--- src/hdl/servo_regs.svh ---
`ifndef SERVO_REGS_SVH
`define SERVO_REGS_SVH

// System clock rate and PWM carrier default
`define CLK_HZ          25000000
`define PWM_FREQ_HZ     20000
`define PWM_PERIOD_RST  12'((`CLK_HZ) / (`PWM_FREQ_HZ))

// Register byte addresses
`define ADR_PWM_PERIOD  8'h00
`define ADR_STALL_TMO   8'h04
`define ADR_STATUS      8'h08
`define ADR_MEASURE     8'h0c
`define ADR_IRQ_STAT    8'h10
`define ADR_IRQ_MASK    8'h14

// Interrupt bit positions
`define IRQ_LOCK_ON     0
`define IRQ_LOCK_OFF    1
`define IRQ_LOCKOUT     2
`define IRQ_OVERCUR     3

// Speed servo constants, in reference clock ticks
`define REF_DIV         16'h2000
`define REF_DIV2        17'h04000
`define LOCK_WIN        16'h0200
`define PERIOD_MAX      16'hffff

// Duty steps of the charge-pump style updates
`define PLL_STEP        14'h0004
`define DISC_STEP       14'h0010
`define OC_STEP         14'h0008

// Reset values
`define DUTY_RST        12'h000
`define IRQ_MASK_RST    4'h0
`define STALL_TMO_DEF   32'h016e3600

`endif

--- src/hdl/servo_pkg.sv ---
package servo_pkg;

    // Control states, one-hot
    typedef enum logic [2:0]
    {
        ST_STOP    = 3'b001,
        ST_RUN     = 3'b010,
        ST_LOCKOUT = 3'b100
    } state_e;

    // Pin inputs gathered for synchronising
    typedef struct packed
    {
        logic       osc;
        logic       tacho;
        logic [2:0] hall;
        logic       dir_rev;
        logic       stop;
        logic       over_current;
        logic       stall_en;
    } pin_in_s;

    // High-side and low-side switch drives, bit 0 is phase a
    typedef struct packed
    {
        logic [2:0] high;
        logic [2:0] low;
    } phase_drive_s;

endpackage : servo_pkg

--- src/hdl/bit_sync.sv ---
`timescale 1ns/10ps

module bit_sync #(
    parameter int WIDTH = 1
) (
    input  wire logic             clock,
    input  wire logic             rst,
    input  wire logic [WIDTH-1:0] d,
    output logic      [WIDTH-1:0] q
);

    logic [WIDTH-1:0] meta_q;

    // Two flops per bit, first read only by second
    always_ff @(posedge clock or posedge rst)
    begin
        if (rst)
        begin
            meta_q <= '0;
            q      <= '0;
        end
        else
        begin
            meta_q <= d;
            q      <= meta_q;
        end
    end

endmodule : bit_sync

--- src/hdl/pwm_carrier.sv ---
`timescale 1ns/10ps

module pwm_carrier (
    input  wire logic        clock,
    input  wire logic        rst,
    input  wire logic [11:0] period,
    input  wire logic [11:0] duty,
    output logic             on,
    output logic             start
);

    logic [11:0] cnt_q;
    logic [11:0] cnt_d;
    logic        on_d;
    logic        start_d;

    // Carrier counter, wraps at period, on while below duty
    always_comb
    begin
        start_d = (cnt_q + 12'h001 >= period);
        cnt_d   = start_d ? 12'h000 : cnt_q + 12'h001;
        on_d    = (cnt_d < duty);
    end

    always_ff @(posedge clock or posedge rst)
    begin
        if (rst)
        begin
            cnt_q <= 12'h000;
            on    <= 1'b0;
            start <= 1'b0;
        end
        else
        begin
            cnt_q <= cnt_d;
            on    <= on_d;
            start <= start_d;
        end
    end

endmodule : pwm_carrier

--- src/hdl/bldc_speed_servo_protect.sv ---
// Local design decisions: the register offsets and the address-and-strobe port.
`timescale 1ns/10ps
`include "servo_regs.svh"

module bldc_speed_servo_protect #(
    parameter logic [31:0] STALL_TMO_DEFAULT = `STALL_TMO_DEF
) (
    input  wire logic                    clock,
    input  wire logic                    rst,
    input  wire logic [7:0]              addr,
    input  wire logic [31:0]             wdata,
    input  wire logic                    we,
    input  wire logic                    re,
    output logic      [31:0]             rdata,
    input  wire logic                    osc_in,
    input  wire logic                    tacho_pulse,
    input  wire logic                    hall_a,
    input  wire logic                    hall_b,
    input  wire logic                    hall_c,
    input  wire logic                    dir_rev,
    input  wire logic                    stop_req,
    input  wire logic                    over_current,
    input  wire logic                    stall_timer_input,
    output servo_pkg::phase_drive_s      drive,
    output logic                         speed_locked_n_o,
    output logic                         speed_locked_n_oe,
    output logic                         irq
);

    servo_pkg::pin_in_s     pins_raw;
    servo_pkg::pin_in_s     pins_s;
    servo_pkg::state_e      state_q, state_d;
    servo_pkg::phase_drive_s drive_d;

    logic        osc_prev_q, osc_prev_d;
    logic        tach_prev_q, tach_prev_d;
    logic [12:0] ref_div_q, ref_div_d;
    logic [15:0] per_cnt_q, per_cnt_d;
    logic [15:0] per_q, per_d;
    logic [15:0] prev_per_q, prev_per_d;
    logic        half_q, half_d;
    logic        locked_q, locked_d;
    logic [11:0] duty_q, duty_d;
    logic        oc_cut_q, oc_cut_d;
    logic [31:0] stall_cnt_q, stall_cnt_d;
    logic        dir_prev_q, dir_prev_d;
    logic        rev_q, rev_d;
    logic [11:0] pwm_period_q, pwm_period_d;
    logic [31:0] stall_tmo_q, stall_tmo_d;
    logic [3:0]  irq_stat_q, irq_stat_d;
    logic [3:0]  irq_mask_q, irq_mask_d;
    logic [31:0] rdata_d;

    logic        ref_tick, tach_tick;
    logic        pwm_on, pwm_start;
    logic [15:0] diff;
    logic [16:0] sum2;
    logic [13:0] acc;
    logic [3:0]  events;
    logic [2:0]  code;
    logic [2:0]  src, sink;
    logic        brake;

    // Gather pins for synchronising; osc_in at most 10 MHz is caught by 25 MHz sampling
    assign pins_raw = '{osc: osc_in, tacho: tacho_pulse, hall: {hall_a, hall_b, hall_c},
                        dir_rev: dir_rev, stop: stop_req, over_current: over_current,
                        stall_en: stall_timer_input};

    bit_sync #(
        .WIDTH ($bits(servo_pkg::pin_in_s))
    ) u_sync (
        .clock (clock),
        .rst   (rst),
        .d     (pins_raw),
        .q     (pins_s)
    );

    // Carrier with software period
    pwm_carrier u_pwm (
        .clock  (clock),
        .rst    (rst),
        .period (pwm_period_q),
        .duty   (duty_q),
        .on     (pwm_on),
        .start  (pwm_start)
    );

    // Speed servo: period measure, discriminator, phase loop, duty integrator
    always_comb
    begin
        ref_tick     = pins_s.osc & ~osc_prev_q;
        tach_tick    = pins_s.tacho & ~tach_prev_q;
        osc_prev_d   = pins_s.osc;
        tach_prev_d  = pins_s.tacho;
        ref_div_d    = ref_div_q + {12'h000, ref_tick};           // Wraps every 8192 ticks
        per_cnt_d    = per_cnt_q;
        per_d        = per_q;
        prev_per_d   = prev_per_q;
        half_d       = half_q;
        locked_d     = locked_q;
        oc_cut_d     = oc_cut_q;
        acc          = {2'b00, duty_q};
        diff         = (per_cnt_q > `REF_DIV) ? per_cnt_q - `REF_DIV : `REF_DIV - per_cnt_q;
        sum2         = {1'b0, prev_per_q} + {1'b0, per_cnt_q};
        if (ref_tick && per_cnt_q != `PERIOD_MAX)
        begin
            per_cnt_d = per_cnt_q + 16'h0001;
        end
        if (tach_tick)
        begin
            per_cnt_d  = 16'h0000;
            per_d      = per_cnt_q;
            prev_per_d = per_cnt_q;
            half_d     = ~half_q;
            locked_d   = (diff <= `LOCK_WIN);                      // 512 of 8192 ticks
            // Phase error each period: late edge speeds up
            if (!ref_div_q[12])
            begin
                acc = acc + `PLL_STEP;
            end
            else if (acc >= `PLL_STEP)
            begin
                acc = acc - `PLL_STEP;
            end
            // Speed error every second period, used out of lock
            if (half_q && !locked_d)
            begin
                if (sum2 > `REF_DIV2)
                begin
                    acc = acc + `DISC_STEP;
                end
                else if (acc >= `DISC_STEP)
                begin
                    acc = acc - `DISC_STEP;
                end
            end
        end
        else if (per_cnt_q > `REF_DIV + `LOCK_WIN)
        begin
            locked_d = 1'b0;                                       // Too slow or stalled
        end
        // Overcurrent lowers duty and cuts the rest of the carrier cycle
        if (pwm_start)
        begin
            oc_cut_d = 1'b0;
            if (pins_s.over_current && acc >= `OC_STEP)
            begin
                acc = acc - `OC_STEP;
            end
        end
        if (pins_s.over_current)
        begin
            oc_cut_d = 1'b1;
        end
        if (acc > {2'b00, pwm_period_q})
        begin
            acc = {2'b00, pwm_period_q};
        end
        duty_d = acc[11:0];
        // Stop restarts control from unlocked and idle
        if (state_q == servo_pkg::ST_STOP)
        begin
            per_cnt_d = 16'h0000;
            half_d    = 1'b0;
            locked_d  = 1'b0;
            duty_d    = `DUTY_RST;
        end
    end

    always_ff @(posedge clock or posedge rst)
    begin
        if (rst)
        begin
            osc_prev_q  <= 1'b0;
            tach_prev_q <= 1'b0;
            ref_div_q   <= 13'h0000;
            per_cnt_q   <= 16'h0000;
            per_q       <= 16'h0000;
            prev_per_q  <= 16'h0000;
            half_q      <= 1'b0;
            locked_q    <= 1'b0;
            duty_q      <= `DUTY_RST;
            oc_cut_q    <= 1'b0;
        end
        else
        begin
            osc_prev_q  <= osc_prev_d;
            tach_prev_q <= tach_prev_d;
            ref_div_q   <= ref_div_d;
            per_cnt_q   <= per_cnt_d;
            per_q       <= per_d;
            prev_per_q  <= prev_per_d;
            half_q      <= half_d;
            locked_q    <= locked_d;
            duty_q      <= duty_d;
            oc_cut_q    <= oc_cut_d;
        end
    end

    // Start/stop, stall lock-out timer and reversal tracking
    always_comb
    begin
        state_d     = state_q;
        stall_cnt_d = stall_cnt_q;
        dir_prev_d  = pins_s.dir_rev;
        rev_d       = rev_q;
        case (state_q)
            servo_pkg::ST_STOP:
            begin
                stall_cnt_d = 32'h0000_0000;
                rev_d       = 1'b0;
                if (!pins_s.stop)
                begin
                    state_d = servo_pkg::ST_RUN;
                end
            end
            servo_pkg::ST_RUN:
            begin
                if (pins_s.dir_rev != dir_prev_q)
                begin
                    rev_d = 1'b1;
                end
                else if (locked_q)
                begin
                    rev_d = 1'b0;
                end
                // Timer restarts on lock; grounded timer input disables it
                if (locked_q || !pins_s.stall_en)
                begin
                    stall_cnt_d = 32'h0000_0000;
                end
                else if (ref_tick)
                begin
                    stall_cnt_d = stall_cnt_q + 32'h0000_0001;
                end
                if (pins_s.stop)
                begin
                    state_d = servo_pkg::ST_STOP;
                end
                else if (pins_s.stall_en && stall_tmo_q != 32'h0000_0000 && stall_cnt_q >= stall_tmo_q)
                begin
                    state_d = servo_pkg::ST_LOCKOUT;
                end
            end
            servo_pkg::ST_LOCKOUT:
            begin
                if (pins_s.stop)
                begin
                    state_d = servo_pkg::ST_STOP;                 // Only exit
                end
            end
            default:
            begin
                state_d = servo_pkg::ST_STOP;
            end
        endcase
    end

    always_ff @(posedge clock or posedge rst)
    begin
        if (rst)
        begin
            state_q     <= servo_pkg::ST_STOP;
            stall_cnt_q <= 32'h0000_0000;
            dir_prev_q  <= 1'b0;
            rev_q       <= 1'b0;
        end
        else
        begin
            state_q     <= state_d;
            stall_cnt_q <= stall_cnt_d;
            dir_prev_q  <= dir_prev_d;
            rev_q       <= rev_d;
        end
    end

    // Commutation: reverse uses inverted Hall code
    always_comb
    begin
        code    = pins_s.dir_rev ? ~pins_s.hall : pins_s.hall;
        brake   = rev_q & pins_s.over_current;
        src     = 3'h0;
        sink    = 3'h0;
        case (code)
            3'b101:  begin src = 3'b010; sink = 3'b001; end
            3'b100:  begin src = 3'b100; sink = 3'b001; end
            3'b110:  begin src = 3'b100; sink = 3'b010; end
            3'b010:  begin src = 3'b001; sink = 3'b010; end
            3'b011:  begin src = 3'b001; sink = 3'b100; end
            3'b001:  begin src = 3'b010; sink = 3'b100; end
            default: begin src = 3'h0;   sink = 3'h0;   end
        endcase
        drive_d = '{high: 3'h0, low: 3'h0};
        if (state_q == servo_pkg::ST_RUN)                          // Stop, lock-out: all off
        begin
            if (brake)
            begin
                drive_d = '{high: 3'b111, low: 3'h0};              // Short brake
            end
            else
            begin
                // Source fully on, sink chopped by PWM
                drive_d = '{high: src, low: (pwm_on && !oc_cut_q) ? sink : 3'h0};
            end
        end
    end

    // Register file and interrupt status
    always_comb
    begin
        events                = 4'h0;
        events[`IRQ_LOCK_ON]  = locked_d & ~locked_q;
        events[`IRQ_LOCK_OFF] = ~locked_d & locked_q;
        events[`IRQ_LOCKOUT]  = (state_d == servo_pkg::ST_LOCKOUT) && (state_q != servo_pkg::ST_LOCKOUT);
        events[`IRQ_OVERCUR]  = pwm_start & pins_s.over_current;
        pwm_period_d = pwm_period_q;
        stall_tmo_d  = stall_tmo_q;
        irq_mask_d   = irq_mask_q;
        irq_stat_d   = irq_stat_q;
        rdata_d      = 32'h0000_0000;
        if (we && addr == `ADR_PWM_PERIOD)
        begin
            pwm_period_d = wdata[11:0];
        end
        else if (we && addr == `ADR_STALL_TMO)
        begin
            stall_tmo_d = wdata;
        end
        else if (we && addr == `ADR_IRQ_STAT)
        begin
            irq_stat_d = irq_stat_q & ~wdata[3:0];
        end
        else if (we && addr == `ADR_IRQ_MASK)
        begin
            irq_mask_d = wdata[3:0];
        end
        irq_stat_d = irq_stat_d | events;                         // Set wins over clear
        if (re && addr == `ADR_PWM_PERIOD)
        begin
            rdata_d = {20'h00000, pwm_period_q};
        end
        else if (re && addr == `ADR_STALL_TMO)
        begin
            rdata_d = stall_tmo_q;
        end
        else if (re && addr == `ADR_STATUS)
        begin
            rdata_d = {duty_q, 15'h0000, rev_q, locked_q, state_q};
        end
        else if (re && addr == `ADR_MEASURE)
        begin
            rdata_d = {16'h0000, per_q};
        end
        else if (re && addr == `ADR_IRQ_STAT)
        begin
            rdata_d = {28'h0000000, irq_stat_q};
        end
        else if (re && addr == `ADR_IRQ_MASK)
        begin
            rdata_d = {28'h0000000, irq_mask_q};
        end
    end

    always_ff @(posedge clock or posedge rst)
    begin
        if (rst)
        begin
            pwm_period_q      <= `PWM_PERIOD_RST;
            stall_tmo_q       <= STALL_TMO_DEFAULT;
            irq_mask_q        <= `IRQ_MASK_RST;
            irq_stat_q        <= 4'h0;
            rdata             <= 32'h0000_0000;
            drive             <= '{high: 3'h0, low: 3'h0};
            speed_locked_n_oe <= 1'b0;
            irq               <= 1'b0;
        end
        else
        begin
            pwm_period_q      <= pwm_period_d;
            stall_tmo_q       <= stall_tmo_d;
            irq_mask_q        <= irq_mask_d;
            irq_stat_q        <= irq_stat_d;
            rdata             <= rdata_d;
            drive             <= drive_d;
            speed_locked_n_oe <= locked_q;                         // Pull low while locked
            irq               <= |(irq_stat_d & irq_mask_d);
        end
    end

    // Open-collector pin only ever drives low
    assign speed_locked_n_o = 1'b0;

endmodule : bldc_speed_servo_protect

--- config.mk ---
export PLATFORM = sky130hd
export DESIGN_NAME = bldc_speed_servo_protect
export DESIGN_NICKNAME = d
export VERILOG_FILES = /design/src/hdl/servo_pkg.sv /design/src/hdl/bit_sync.sv /design/src/hdl/pwm_carrier.sv /design/src/hdl/bldc_speed_servo_protect.sv
export VERILOG_INCLUDE_DIRS = /design/src /design/src/hdl
export SDC_FILE = /design/constraint.sdc
export NUM_CORES = 1
export LEC_CHECK = 0
export CORE_AREA = 3 3 173 175
export CTS_CLUSTER_DIAMETER = 100
export DETAILED_ROUTE_END_ITERATION = 8
export DIE_AREA = 0 0 176 178
export DONT_BUFFER_PORTS = 1
export GPL_ROUTABILITY_DRIVEN = 0
export GPL_TIMING_DRIVEN = 1
export PLACE_DENSITY = 0.67
export SLEW_MARGIN = 20
export SYNTH_ARGS = -nofsm -noshare
export SYNTH_HDL_FRONTEND = slang
export SYNTH_SLANG_ARGS = --single-unit
--- constraint.sdc ---
create_clock -name clock -period 6.4 [get_ports clock]
set_input_delay 0.64 -clock clock [delete_from_list [all_inputs] [get_ports clock]]
set_output_delay 0.64 -clock clock [all_outputs]
set_load 0.02 [all_outputs]
# After elaboration in Yosys (flattened, before gate mapping)
# Index checks and enable logic that the tools add are counted.
# word_totals
regBits,223
in_bits,53
output_inout_bits,41
elab_cells,177
# op_classes
add_sub_neg,12
n_lt_le_gt_ge,11
n_eq_ne,20
n_mux,53
n_bitwise,17
n_reduce_logical,37
# op_table
cell,count
2-to-1 mux 32 bit,5
2-to-1 mux 14 bit,9
2-to-1 mux 16 bit,5
case mux 32 bit (2 select lines),1
2-to-1 mux 12 bit,3
2-to-1 mux 4 bit,9
adder 32 x 1 -> 32 bit (second input constant),1
>= comparator 32 bit,1
> comparator 16 x 14 -> 1 bit (second input constant),2
nonzero test 32 bit,1
case mux 3 bit (3 select lines),3
2-to-1 mux 3 bit,6
adder 16 x 16 -> 17 bit,1
> comparator 17 x 15 -> 1 bit (second input constant),1
logical AND 1 bit,17
adder 16 x 1 -> 16 bit (second input constant),1
equality test 8 x 4 -> 1 bit (second input constant),2
equality test 8 x 5 -> 1 bit (second input constant),2
less-or-equal comparator 16 x 10 -> 1 bit (second input constant),1
inequality test 16 bit (second input constant),1
subtractor 14 x 16 -> 16 bit (first input constant),1
subtractor 16 x 14 -> 16 bit (second input constant),1
equality test 3 bit (second input constant),5
adder 14 x 5 -> 14 bit (second input constant),1
other kinds (34),70

# Logic depth before layout (Yosys ltp)
# logic_depth
depth_word,16
depth_mapped,35
depth_no_buf,33

# By module
# Synthesis repeated with hierarchy kept, for this count alone.
# unflattened
hier_cells,1505
area_unflattened_um2,14196.1
# by_module_without_submodules
mod,instances,cells_per_inst,area_each_um2,seq_area_each_um2
bldc_speed_servo_protect,1,1350,12518.3,4799.6
pwm_carrier,1,136,1223.7,350.3
bit_sync,1,19,454.2,450.4

# Worst setup path after synthesis
# No wires, ideal clock.
# synth_path
kind,flip-flop to flip-flop
from,register per_cnt_q[0]
to,register duty_q[11]
setup_ns,0.123
t_arrival_ns,6.103
slack_ns,0.174
path_stages_with_launch,32
path_buffers,1
path_cell_list,dfrtp_1 -> ha_1 -> fa_1 -> a21o_1 -> a311oi_2 -> o21bai_1 -> a311o_1 -> a221o_1 -> o21ai_1 -> buf_4 -> a31oi_1 -> xnor2_1 -> nor2_1 -> a21oi_1 -> ha_1 -> nand2_1 -> a31oi_1 -> nand3_1 -> a311oi_1 -> a21o_1 -> ha_1 -> a21o_1 -> a21oi_1 -> nor2b_1 -> o21ai_0 -> nand2b_1 -> a21oi_1 -> nand2_1 -> a22o_1 -> a31oi_4 -> nand2_1 -> o221a_1
# synth_via
elab_chain_cells,14
word_cells_on_any_way,20
# synth_lines
element,line,source
start: declaration,bldc_speed_servo_protect.sv:38,"logic [15:0] per_cnt_q, per_cnt_d;"
start signal: assignment,bldc_speed_servo_protect.sv:190,per_cnt_q <= per_cnt_d;
"subtractor 14 x 16 -> 16 bit (no source line), or another cell as far along",-,
2-to-1 mux 16 bit,bldc_speed_servo_protect.sv:103,diff = (per_cnt_q > `REF_DIV) ? per_cnt_q - `REF_DIV : `REF_DIV - per_cnt_q;
less-or-equal comparator 16 x 10 -> 1 bit (no source line),-,
zero test 1 bit,bldc_speed_servo_protect.sv:126,if (half_q && !locked_d)
logical AND 1 bit,bldc_speed_servo_protect.sv:126,
2-to-1 mux 14 bit (*),bldc_speed_servo_protect.sv:126,
2-to-1 mux 14 bit (*),bldc_speed_servo_protect.sv:109,if (tach_tick)
>= comparator 14 x 4 -> 1 bit (no source line),-,
logical AND 1 bit (no source line),-,
2-to-1 mux 14 bit,bldc_speed_servo_protect.sv:146,if (pins_s.over_current && acc >= `OC_STEP)
2-to-1 mux 14 bit (*),bldc_speed_servo_protect.sv:143,if (pwm_start)
> comparator 14 x 12 -> 1 bit,bldc_speed_servo_protect.sv:155,"if (acc > {2'b00, pwm_period_q})"
2-to-1 mux 12 bit (*),bldc_speed_servo_protect.sv:155,
2-to-1 mux 12 bit (*),bldc_speed_servo_protect.sv:161,if (state_q == servo_pkg::ST_STOP)
named net duty_d[11],bldc_speed_servo_protect.sv:43,"logic [11:0] duty_q, duty_d;"
end signal: assignment,bldc_speed_servo_protect.sv:182,duty_q <= `DUTY_RST;
end signal: assignment,bldc_speed_servo_protect.sv:195,duty_q <= duty_d;
end: declaration,bldc_speed_servo_protect.sv:43,
# Mark *: on every way through the listed nets, which the timed path passes. The rest lies on a longest branch.
# A chain may end at the register's enable or synchronous reset.

# Worst setup path in the final report
# layout_path
from,register prev_per_q[0]
to,register duty_q[7]
# layout_via
elab_chain_cells,12
word_cells_on_any_way,13
# layout_lines
element,line,source
start: declaration,bldc_speed_servo_protect.sv:40,"logic [15:0] prev_per_q, prev_per_d;"
start signal: assignment,bldc_speed_servo_protect.sv:192,prev_per_q <= prev_per_d;
adder 16 x 16 -> 17 bit (*),bldc_speed_servo_protect.sv:104,"sum2 = {1'b0, prev_per_q} + {1'b0, per_cnt_q};"
> comparator 17 x 15 -> 1 bit (no source line) (*),-,
2-to-1 mux 14 bit (*),bldc_speed_servo_protect.sv:128,if (sum2 > `REF_DIV2)
2-to-1 mux 14 bit (*),bldc_speed_servo_protect.sv:126,
2-to-1 mux 14 bit (*),bldc_speed_servo_protect.sv:109,
>= comparator 14 x 4 -> 1 bit (no source line),-,
logical AND 1 bit (no source line),-,
2-to-1 mux 14 bit,bldc_speed_servo_protect.sv:146,
2-to-1 mux 14 bit (*),bldc_speed_servo_protect.sv:143,
> comparator 14 x 12 -> 1 bit,bldc_speed_servo_protect.sv:155,
2-to-1 mux 12 bit (*),bldc_speed_servo_protect.sv:155,
2-to-1 mux 12 bit (*),bldc_speed_servo_protect.sv:161,
named net duty_d[7],bldc_speed_servo_protect.sv:43,
# Marked as above.

==> flow_metrics.tcl <==
set metrics [dict create \
    outcome "finished, final reports clean" \
    drtIter0Drc 1019 \
    combPwrFrac 0.371 \
    crit_path_max_fanout 7 \
    cap_violations 0 \
    dr.max_layer_used "met4" \
    synthTopCellsByArea "dfrtp_1 37%, ha_1 8.9%, mux2_2 3.9%, nand2_1 3.3%, nor2_1 3.2%" \
    netlist_area_um2 14130 \
    seq_area_frac_synth 0.3964 \
    die_w_um 176 \
    synth_ff_type "dfrtp_1" \
    fin_util 0.5641 \
    cellPowerDensity_nw_per_um2 308.8 \
    swShare 0.3463 \
    multi_input_area_um2 8130 \
    leakage_nw 7.289 \
    avgViaCountPerCell 6.105 \
    numCtsBuffers 26 \
    whs_ns 0.1287 \
    grt_antenna_before_repair 0 \
    clkSlewWorstSetupHoldPaths_ns 0.06 \
    fin_skew_ns 0.01220 \
    rows 62 \
    cp-start-kind "register" \
    cts_sinks 223 \
    max-slew-margin-rel 0.3102 \
    slew_violations 0 \
    instances_no_fill 1953 \
    vias 11924 \
    yosys.area.top_type "dfrtp_1" \
    coreArea_um2 28630 \
    fp.dieH_um 178 \
    fin_crit_ns 6.153 \
    cp_slowest_stage_delay_ns 0.41 \
    mostFrequentLayoutCells "206 x dfrtp_1, 123 x nand2_1, 120 x nor2_1, 97 x ha_1, 88 x buf_4" \
    num-fill-cells 2465 \
    cts_buffer_depth 3 \
    yosys_warnings 0 \
    grt_max_degree 161 \
    hold_violations 0 \
    synthSimpleGateAreaFrac 0.2044 \
    antenna_cells 0 \
    fin_nets 1703 \
    critPathKind "reg2reg" \
    ir_drop_mv 0.2194 \
    grt-ovfl-total 0 \
    p_int_w 0.003260 \
    drt.antenna.violating_nets 0 \
    synth_compound_area_frac 0.1706 \
    seqCellArea_um2 5602 \
    ctsHtreeMaxLevel 1 \
    cts_root_buf "clkbuf_16" \
    period_share 0.9613 \
    dp_hpwl_um 29310 \
    tightestPinTransition_ns 1.026 \
    grtUsageTotal 0.2475 \
    wl_met1_um 16980 \
    syn_avg_cell_area_um2 9.483 \
    wirelength_um 39330 \
    synth_seq_cells 223 \
    worstPathRequired_ns 6.81 \
    fmax_ghz 0.1625 \
    p_clk_frac 0.309 \
    synthMuxAreaShare 0.04826 \
    cts_tree "done" \
    min_path_type "in2reg" \
    numPortBuffers 0 \
    slowest_stage "dfrtp_1" \
    setup_viol 0 \
    p_seq_frac 0.320 \
    syn_to_final_growth_pct 14.28 \
    synthArstFlopShare 1.000 \
    avgRoutedWirePerCell_um 20.14 \
    wl_met3_um 2555 \
    met2_length_um 18610 \
    grt_pass1_vias 11582 \
    synth-adder-area-share 0.08997 \
    post-place-cells 1899 \
    cts_hold_buf 0 \
    power.switching_w 0.001727 \
    synth-edff-count 0 \
    final_cell_area_um2 16150 \
    ioPinCount 94 \
    clk_latency_ns 0.53 \
    synth_nets 1644 \
    die_area_um2 31330 \
    yosys.area.top_type_share 0.3666 \
    start_util 0.4936 \
    arrival_ns 6.56 \
    placed_cell_area_um2 15050 \
    drc_errors 0 \
    final_common_cell "dfrtp_1" \
    rsz0062_at_grt "yes" \
    drt_pass1_iterations 7 \
    synth_top_family_by_area "simple AND/OR/NAND/NOR gates" \
    synth_xor_area_frac 0.04773 \
    ys_types 104 \
    postSynthCellCount 1490 \
    end_kind "register" \
    grt_first_pass_wirelength_um 62450 \
    drive_above_1_share 0.1823 \
]
-- critical path, delay by kind of cell (launching register included) --
family / cells / cell delay, ns
AND/OR/NAND/NOR: 8 / 0.94
flip-flops: 1 / 0.41
XOR/XNOR: 1 / 0.14
AO/OA/AOI/OAI: 17 / 3.38
adder cells (fa/ha/maj): 4 / 0.99
buffers and inverters: 1 / 0.15
-- layout make-up --
class | count | area share
clock buffer | 37 | 0.04726
clock inverter | 11 | 0.008213
inverter | 87 | 0.02053
multi-input combinational | 1119 | 0.5035
sequential | 223 | 0.3469
tap | 384 | 0.02975
timing repair buffer | 92 | 0.04386
-- flip-flops by register name, summed over array words and instances, names as in the netlist, 12 cells and up --
name and cells:
stall_tmo_q 32, rdata 32, stall_cnt_q 32, ref_div_q 13, u_pwm.cnt_q 12, per_cnt_q 16, prev_per_q 16, duty_q 12
pwm_period_q 12
-- path summary, 6_finish.rpt --
path                                             from                          end  slack (ns)  depth (start not counted)
max                         prev_per_q[0]$_DFFE_PP0P_          duty_q[7]$_DFF_PP0_        0.25                         31
min                                          stop_req   u_sync.meta_q[2]$_DFF_PP0_        0.13                          0
max reg2reg                 prev_per_q[0]$_DFFE_PP0P_          duty_q[7]$_DFF_PP0_        0.25                         31
min reg2reg                u_sync.meta_q[8]$_DFF_PP0_        u_sync.q[8]$_DFF_PP0_        0.35                          0
max in group asynchronous                         rst          duty_q[2]$_DFF_PP0_        4.82                          3
min in group asynchronous                         rst  stall_cnt_q[11]$_DFFE_PP0P_        0.23                          2
-- routing by layer --
metal  track usage  up-vias
li1              -     5568
met1        0.3318     5859
met2        0.4122      413
met3       0.04023       84
met4       0.07918        0
met5             0        -
-- power by group through the flow --
stage               combinational (W)  sequential [W]  clock [W]
global route                  0.00201         0.00161    0.00162
global placement              0.00167         0.00161          0
floorplan                     0.00115         0.00158          0
CTS                           0.00171         0.00159    0.00157
detailed placement            0.00169         0.00162          0
finish                        0.00185         0.00160    0.00154
-- metrics by stage --
step / power, W / setup TNS [ns] / setup slack (ns)
after floorplan: 0.002730 / 0 / 0.1736
after global placement: 0.003282 / 0 / 0.1347
after detailed placement: 0.003307 / -0.2324 / -0.08931
after CTS: 0.004872 / 0 / 0.006028
after global routing: 0.005241 / -0.6412 / -0.08973
final: 0.004987 / 0 / 0.2474
-- timing repair --
item,4_1_cts,5_1_grt
cloned,0,1
pin swaps,2,17
setup buffers,0,5
endpoints found under the setup margin,12,12
gates resized for setup,4,37
-- synth_stat cells (11+ instances only) --
cell type,count
dfrtp_1,207
nand2_1,124
nor2_1,122
ha_1,100
inv_1,84
a21oi_1,63
nand3_1,56
o21ai_0,53
mux2_2,49
clkbuf_1,43
xnor2_1,43
nand4_1,41
a21o_1,37
nor3_1,36
xor2_1,34
nor2b_1,24
a22o_1,21
or3_1,18
a31oi_1,17
and3_1,16
dfstp_2,16
nand2b_1,16
nor4_1,16
and2_1,14
a222oi_1,12
a211oi_1,11
-- cells by family after synthesis --
family                     after synthesis
and+or+nand+nor                        548
AOI/OAI and AO/OA                      331
DFF                                    223
buffers and inverters                  148
adders and majority gates              101
xor gates and xnor gates                77
muxes                                   61
other                                    1
No activity file was read; power rests on OpenSTA's default activity.
